File: config.mk
export PLATFORM = sky130hd
export DESIGN_NAME = ecc1_ctrl
export DESIGN_NICKNAME = d
export VERILOG_FILES = /design/src/hdl/ecc1_pkg.sv /design/src/hdl/ecc1_coef_if.sv /design/src/hdl/ecc1_coef.sv /design/src/hdl/ecc1_ctrl.sv
export SDC_FILE = /design/constraint.sdc
export NUM_CORES = 2
export LEC_CHECK = 0
export ABC_AREA = 1
export ABC_CLOCK_PERIOD_IN_PS = 24900
export BUFFER_PORTS_ARGS = -buffer_cell sky130_fd_sc_hd__buf_2
export CAP_MARGIN = 20
export CORE_UTILIZATION = 68
export CTS_CLUSTER_DIAMETER = 40
export DETAILED_ROUTE_END_ITERATION = 10
export HOLD_SLACK_MARGIN = 0.06
export PLACE_DENSITY = 0.88
export SYNTH_ARGS = -nofsm -noshare
export SYNTH_HDL_FRONTEND = slang
export SYNTH_SLANG_ARGS = --single-unit
File: constraint.sdc
create_clock -name i_core_clk -period 24.9 [get_ports i_core_clk]
set_input_delay 2.49 -clock i_core_clk [delete_from_list [all_inputs] [get_ports i_core_clk]]
set_output_delay 2.49 -clock i_core_clk [all_outputs]
set_load 0.1 [all_outputs]
File: src/hdl/ecc1_pkg.sv
// Purpose: constants for the canceller A control register one block
// Assumes: avalon-mm slave with 32-bit data, byte addressed words
// Notes: one register word plus a status word
package ecc1_pkg;
    // register byte offsets
    localparam logic [3:0] ECC1_CTRL_OFS = 4'h0;
    localparam logic [3:0] ECC1_STAT_OFS = 4'h4;
    // field positions
    localparam int ECC1_INIT_BIT = 7;
    localparam int ECC1_NOISE_BIT = 6;
    localparam int ECC1_BTB_BIT = 5;
    localparam int ECC1_PAD_BIT = 4;
    localparam int ECC1_BYPASS_BIT = 3;
    localparam int ECC1_ADP_BIT = 2;
    localparam int ECC1_RSVD_BIT = 1;
    localparam int ECC1_EXT_BIT = 0;
    // reset values
    localparam logic [7:0] ECC1_CTRL_RST = 8'h00;
    localparam logic [31:0] ECC1_UNMAPPED = 32'h00000000;
    // timing: initialisation lasts two frames of 125 us
    localparam int ECC1_FRAME_NS = 125000;
    localparam int ECC1_CLK_NS = 8;
    localparam int ECC1_INIT_FRAMES = 2;
    localparam int ECC1_INIT_CYC =
        (ECC1_INIT_FRAMES * ECC1_FRAME_NS) / ECC1_CLK_NS;
    // coefficient store tap count and width, all taps cleared in one cycle
    localparam int ECC1_NCOEF = 16;
    localparam int ECC1_CW = 16;
endpackage

File: src/hdl/ecc1_coef_if.sv
// Purpose: carrier between control logic and coefficient store
// Assumes: single clock
// Notes: clear and adapt strobes, coefficient sample view
`timescale 1ns/100ps
interface ecc1_coef_if;
    logic clear;
    logic adapt;
    logic [15:0] err;
    logic all_zero;
    modport ctrl (output clear, output adapt, output err, input all_zero);
    modport store (input clear, input adapt, input err, output all_zero);
endinterface : ecc1_coef_if

File: src/hdl/ecc1_coef.sv
// Purpose: adaptive coefficient store of the canceller
// Assumes: clear has priority over adapt
// Notes: adaptation is a simple signed accumulate per tap
`timescale 1ns/100ps
module ecc1_coef #(
    parameter int NCOEF = ecc1_pkg::ECC1_NCOEF,
    parameter int CW = ecc1_pkg::ECC1_CW
) (
    // clock and reset
    input wire logic i_core_clk,
    input wire logic i_rst,
    // control side
    ecc1_coef_if.store cif
);
    typedef struct packed {
        logic [NCOEF-1:0][CW-1:0] coef;
    } ecc1_cst_t;
    ecc1_cst_t st_r;
    ecc1_cst_t st_nxt;
    logic [NCOEF-1:0] nz;

    always_comb
    begin
        st_nxt = st_r;
        for (int i = 0; i < NCOEF; i++)
        begin
            if (cif.clear)
                st_nxt.coef[i] = '0;
            else if (cif.adapt)
                st_nxt.coef[i] = st_r.coef[i] + CW'(cif.err + 16'(i));
        end
    end

    genvar g;
    generate
        for (g = 0; g < NCOEF; g++)
        begin : g_nz
            assign nz[g] = |st_r.coef[g];
        end
    endgenerate
    assign cif.all_zero = ~|nz;

    always_ff @(posedge i_core_clk or posedge i_rst)
    begin
        if (i_rst)
            st_r <= '0;
        else
            st_r <= st_nxt;
    end
endmodule // ecc1_coef

File: src/hdl/ecc1_ctrl.sv
// Purpose: canceller A control register one with its control effects
// Assumes: avalon-mm slave, one wait state on every access outside initialisation
// Notes: writes during initialisation stall until it ends
//        bypass also clears the coefficient store
//        status word bit 1 shows all coefficients zero
`timescale 1ns/100ps
module ecc1_ctrl #(
    parameter int INIT_CYC = ecc1_pkg::ECC1_INIT_CYC
) (
    // clock and reset
    input wire logic i_core_clk,
    input wire logic i_rst,
    // avalon-mm slave
    input wire logic [3:0] i_avs_address,
    input wire logic i_avs_read,
    input wire logic i_avs_write,
    input wire logic [31:0] i_avs_writedata,
    input wire logic [3:0] i_avs_byteenable,
    output logic [31:0] o_avs_readdata,
    output logic o_avs_waitrequest,
    // voice samples, same clock
    input wire logic i_sample_valid,
    input wire logic [15:0] i_sin,
    input wire logic [15:0] i_rin,
    output logic [15:0] o_sout,
    output logic [15:0] o_rout,
    // control views
    output logic o_back_to_back,
    output logic o_noise_injection_disable,
    output logic o_extended_delay_disable,
    output logic o_rx_pad,
    output logic o_init_busy
);
    // ------------------------------------------------------------
    // state
    // ------------------------------------------------------------
    typedef enum logic [1:0] {
        ECC1_IDLE = 2'b00,
        ECC1_ACK = 2'b01,
        ECC1_INIT = 2'b10
    } ecc1_st_t;

    typedef struct packed {
        ecc1_st_t fsm;
        logic [7:0] ctrl;
        logic [31:0] cnt;
        logic [31:0] rdata;
        logic waitreq;
        logic busy;
        logic [15:0] sout;
        logic [15:0] rout;
        logic [15:0] est;
    } ecc1_state_t;

    ecc1_state_t st_r;
    ecc1_state_t st_nxt;
    ecc1_coef_if cif ();

    logic req;
    logic [7:0] wr_byte;
    logic bypass;
    logic adp_dis;
    logic [15:0] echo;
    logic pad;
    logic sel_ctrl;
    logic sel_stat;
    logic wr_ctrl;
    logic init_last;
    logic [31:0] rd_mux;
    logic [15:0] sout_alg;
    logic [15:0] rout_alg;

    assign req = i_avs_read | i_avs_write;
    assign bypass = st_r.ctrl[ecc1_pkg::ECC1_BYPASS_BIT];
    assign adp_dis = st_r.ctrl[ecc1_pkg::ECC1_ADP_BIT];
    assign pad = st_r.ctrl[ecc1_pkg::ECC1_PAD_BIT];
    assign echo = i_rin >>> 3;

    // ------------------------------------------------------------
    // register decode
    // ------------------------------------------------------------
    assign sel_ctrl = (i_avs_address == ecc1_pkg::ECC1_CTRL_OFS);
    assign sel_stat = (i_avs_address == ecc1_pkg::ECC1_STAT_OFS);
    // lane 0 carries the whole register; other lanes are ignored
    assign wr_ctrl = i_avs_write & i_avs_byteenable[0] & sel_ctrl;
    // last cycle of the routine
    assign init_last = (st_r.cnt >= 32'(INIT_CYC - 1));
    // unmapped offsets read as zero
    assign rd_mux = sel_ctrl ? {24'h000000, st_r.ctrl} :
                    sel_stat ? {30'h0000000, cif.all_zero, 1'b0} :
                    ecc1_pkg::ECC1_UNMAPPED;

    // ------------------------------------------------------------
    // sample path
    // ------------------------------------------------------------
    // cancelled send path and padded receive path
    assign sout_alg = i_sin - st_r.est;
    assign rout_alg = pad ? (i_rin >>> 2) : i_rin;

    // ------------------------------------------------------------
    // coefficient store control
    // ------------------------------------------------------------
    // init and bypass both clear the taps
    assign cif.clear = (st_r.fsm == ECC1_INIT) | bypass;
    // adapt only on a sample while enabled
    assign cif.adapt = i_sample_valid & ~adp_dis & ~bypass;
    // the taps see the cancelled send sample as their error
    assign cif.err = sout_alg;

    ecc1_coef u_coef (
        .i_core_clk(i_core_clk),
        .i_rst(i_rst),
        .cif(cif)
    );

    // ------------------------------------------------------------
    // next state
    // ------------------------------------------------------------
    always_comb
    begin
        st_nxt = st_r;
        wr_byte = i_avs_writedata[7:0];
        st_nxt.waitreq = 1'b1;
        unique case (st_r.fsm)
            ECC1_IDLE:
            begin
                if (req)
                begin
                    // answer next cycle with the data selected now
                    st_nxt.fsm = ECC1_ACK;
                    st_nxt.waitreq = 1'b0;
                    st_nxt.rdata = rd_mux;
                    if (wr_ctrl)
                    begin
                        // bit layout kept as written, reserved too
                        st_nxt.ctrl = wr_byte;
                        if (wr_byte[ecc1_pkg::ECC1_INIT_BIT])
                        begin
                            st_nxt.cnt = '0;
                        end
                    end
                end
            end
            ECC1_ACK:
            begin
                // an answered trigger write starts the routine
                st_nxt.fsm = st_r.ctrl[ecc1_pkg::ECC1_INIT_BIT] ?
                             ECC1_INIT : ECC1_IDLE;
            end
            ECC1_INIT:
            begin
                st_nxt.cnt = st_r.cnt + 32'h00000001;
                if (init_last)
                begin
                    // trigger bit returns to preset as well
                    st_nxt.ctrl = ecc1_pkg::ECC1_CTRL_RST;
                    st_nxt.fsm = ECC1_IDLE;
                end
            end
            // the unused code is never entered; fall back to idle
            default:
                st_nxt.fsm = ECC1_IDLE;
        endcase
        if (i_sample_valid)
        begin
            // frozen taps still cancel through the estimate
            st_nxt.est = adp_dis ? st_r.est : echo;
            // bypass passes both paths through unchanged
            if (bypass)
            begin
                st_nxt.sout = i_sin;
                st_nxt.rout = i_rin;
            end
            else
            begin
                st_nxt.sout = sout_alg;
                st_nxt.rout = rout_alg;
            end
        end
        st_nxt.busy = (st_nxt.fsm == ECC1_INIT);
    end

    always_ff @(posedge i_core_clk or posedge i_rst)
    begin
        // waitrequest stands high through reset
        if (i_rst)
        begin
            st_r <= '{fsm: ECC1_IDLE,
                      ctrl: ecc1_pkg::ECC1_CTRL_RST,
                      waitreq: 1'b1,
                      default: '0};
        end
        else
        begin
            st_r <= st_nxt;
        end
    end

    // ------------------------------------------------------------
    // outputs
    // ------------------------------------------------------------
    // every output is a field of the state register
    assign o_avs_readdata = st_r.rdata;
    assign o_avs_waitrequest = st_r.waitreq;
    assign o_sout = st_r.sout;
    assign o_rout = st_r.rout;
    assign o_back_to_back = st_r.ctrl[ecc1_pkg::ECC1_BTB_BIT];
    assign o_noise_injection_disable = st_r.ctrl[ecc1_pkg::ECC1_NOISE_BIT];
    assign o_extended_delay_disable = st_r.ctrl[ecc1_pkg::ECC1_EXT_BIT];
    assign o_rx_pad = st_r.ctrl[ecc1_pkg::ECC1_PAD_BIT];
    assign o_init_busy = st_r.busy;
endmodule // ecc1_ctrl

==> results.yml <==
status:
  status: "finished, final reports clean"
cells_and_area:
  seqCellArea_um2: 8830
  area_delta_synth_final_pct: 10.3
  diodes: 0
  multiInputGateArea_um2: 18100
  drive_gt1_share_pct: 6.86
  fill_cells: 3069
  nets: 4580
  mostFrequentLayoutCell: "nand2_1"
  fin_cells: 4661
  fin_util_pct: 76.8
  layout_common_cells: "957 x nand2_1, 479 x inv_1, 452 x ha_1"
sta:
  fin_crit_sh_pct: 25.9
  rsz0062_at_grt: "no"
  setup_slack_ns: 18.45
  timing.fmax_mhz: 155
  period_needed_ns: 6.45
  tightest_slew_ns: 1.20
  finClkSkew_ns: 0.0191
  maxSlewViolCount: 0
  finalHoldViolCount: 0
  fin_tns_setup_ns: 0
  slew-limit-headroom_pct: 19.5
  setup-violations-final: 0
floorplan:
  num_rows: 75
  die-area_um2: 44200
  start_util_pct: 69.6
  die_h_um: 210
  fp.dieW_um: 210
  io_pins: 147
  core_area_um2: 42400
placed_design:
  hpwlAfterDp_um: 53400
  routabilityCongestion: 0.953
  preCtsSetupSlack_ns: 18.03
  portBuffers: 95
  placedCellCount: 4543
worst_hold_path:
  hold_class: "register to register"
  whs_path_depth: 2
  min-delay-start: "o_sout[10]"
  min_to: "o_sout[10]"
critical_path:
  cp.arrival_ns: 6.93
  regToRegStartpoint: "st_r[0]"
  timing.rr.end: "u_coef.st_r[95]"
  reg2regPathDepth: 22
  startpoint_type: "input port"
  endpoint_kind: "register"
  crit_fanout: 9
  required_ns: 25.38
  r2r_setup_slack_ns: 20.16
  criticalPathCategory: "input port to register"
clock_tree:
  clkTransAtPathRegs_ns: 0.05
  htreeDepth: 3
  tritoncts: "yes"
  clock-sinks: 353
  post_cts_buffers: 0
  clock_latency_ns: 0.60
  ctsHoldBuffers: 0
  clockBufferDepth: 3
  clockRootBuffer: "clkbuf_16"
  numCtsBuffers: 66
  cts_resized: 0
global_routing:
  grt_max_degree: 126
  grt.overflow.total: 0
  grt_pass1_wl_um: 132000
  track_usage_pct: 37.3
  grt_pass1_vias: 26900
  antenna_found_initial: 0
routing:
  drtPass1Iterations: 6
  routed_via_density: 6.01
  drc: 0
  ant_nets: 0
  vias: 28000
  wl_per_cell_um: 17.7
  drt-initial-drc-count: 2695
  wl_um: 82400
synthesis:
  synthCells: 3967
  syn_area_um2: 29500
  async_flop_share_pct: 100
  yosys_warnings: 0
  synthFlopType: "dfrtp_1"
  synth_area_leader_cell: "dfrtp_1"
  yosys-top-cells-area: "dfrtp_1 30%, ha_1 19%, nand2_1 12%, inv_1 6.1%, nand3_1 5.2%"
  synth_cell_types: 48
  synth_seq_cells: 353
  synth_area_per_cell_um2: 7.44
  synth_top_area_share_pct: 29.8
  yosysSeqAreaShare_pct: 29.9
  synth_edf_count: 0
run:
  cap_violations: 0
## cell families after synthesis
family | count (synthesis) | share of synthesized area (%)
AND/OR/NAND/NOR | 1641 | 23.6
AO/OA/AOI/OAI | 804 | 15.0
buffers and inverters | 635 | 9.22
adder cells (fa/ha/maj) | 469 | 20.3
flip-flops | 353 | 29.9
XOR/XNOR | 64 | 1.90
other | 1 | 0.0127
## area by class of cell
cell class	instances	share of cell area (%)
Multi-Input combinational cell	3002	55.5
Sequential cell	353	27.1
Clock buffer	80	5.74
Inverter	491	5.70
Tap cell	577	2.22
Timing Repair Buffer	120	2.04
Clock inverter	38	1.67
## worst max-delay path: stages
cell and delay, ns:
buf_2 0.11, inv_1 0.05, ha_1 0.14, inv_1 0.06, fa_1 0.39, nand3_1 0.10, nand2_1 0.13, a21boi_0 0.38
o21ai_0 0.17, xor2_1 0.20, inv_1 0.60, buf_4 0.42, ha_1 0.29, ha_1 0.36, nand2_1 0.07, nand2_1 0.06
inv_1 0.06, o21a_1 0.17, nand3_1 0.16, nand2_1 0.10, nand2_1 0.12, nand3_1 0.12, nand3_1 0.12, nand2_1 0.06
## layer usage
metal | vias to the layer above | share of wire [%] | track usage [%]
met5 | - | 0 | 0
met3 | 305 | 7.8 | 6.17
met4 | 0 | 5.7 | 21.3
li1 | 13400 | - | -
met1 | 13100 | 41 | 47.8
met2 | 1202 | 45 | 59.8
## registers in the layout, summed over array words and instances, names as in the netlist
| name | cells |
|---|---|
| o_init_busy | 1 |
| o_back_to_back | 1 |
| o_rout | 16 |
| bypass | 1 |
| o_extended_delay_disable | 1 |
| o_sout | 16 |
| o_avs_readdata | 8 |
| u_coef.st_r | 256 |
| o_rx_pad | 1 |
| adp_dis | 1 |
| st_r | 49 |
| o_noise_injection_disable | 1 |
| o_avs_waitrequest | 1 |
## stage by stage
stage,instance area (µm²),hold slack (ns)
floorplan,29600,0.443
detailed placement,30100,0.466
CTS,32600,0.478
global placement,30100,0.457
finish,32600,0.479
global route,32600,0.499
## how the worst max path moves through the flow
| stage | from | slack (ns) | to |
|---|---|---|---|
| floorplan | i_rst | 12.62 | adp_dis |
| global placement | i_sin[0] | 18.14 | u_coef.st_r[127] |
| detailed placement | i_sin[0] | 18.03 | u_coef.st_r[110] |
| CTS | i_sin[0] | 18.55 | u_coef.st_r[95] |
| global route | i_sin[0] | 18.30 | u_coef.st_r[95] |
| finish | i_sin[0] | 18.45 | u_coef.st_r[95] |
## synthesized netlist by cell type, types with 2 or more instances
| cell | count |
|---|---|
| a21boi_0 | 44 |
| a21o_1 | 9 |
| a21oi_1 | 267 |
| a22o_1 | 4 |
| a31oi_1 | 4 |
| and2_1 | 13 |
| buf_2 | 36 |
| buf_4 | 68 |
| buf_6 | 5 |
| clkbuf_1 | 33 |
| clkinv_1 | 4 |
| dfrtp_1 | 352 |
| fa_1 | 17 |
| ha_1 | 452 |
| inv_1 | 480 |
| inv_2 | 7 |
| nand2_1 | 957 |
| nand2_2 | 5 |
| nand3_1 | 309 |
| nand3_2 | 2 |
| nand3b_1 | 15 |
| nand4_1 | 43 |
| nor2_1 | 220 |
| nor2_4 | 5 |
| nor3_1 | 26 |
| nor4_1 | 26 |
| o211ai_1 | 4 |
| o21a_1 | 30 |
| o21ai_0 | 298 |
| o21ai_1 | 43 |
| o21ai_2 | 2 |
| o21bai_1 | 8 |
| o22ai_1 | 72 |
| o2bb2ai_1 | 2 |
| o31ai_1 | 13 |
| or2_2 | 18 |
| xor2_1 | 63 |
Power is left out: the tool's default activity adds up to more than one toggle a clock period on the data nets, which glitch-free logic cannot reach.
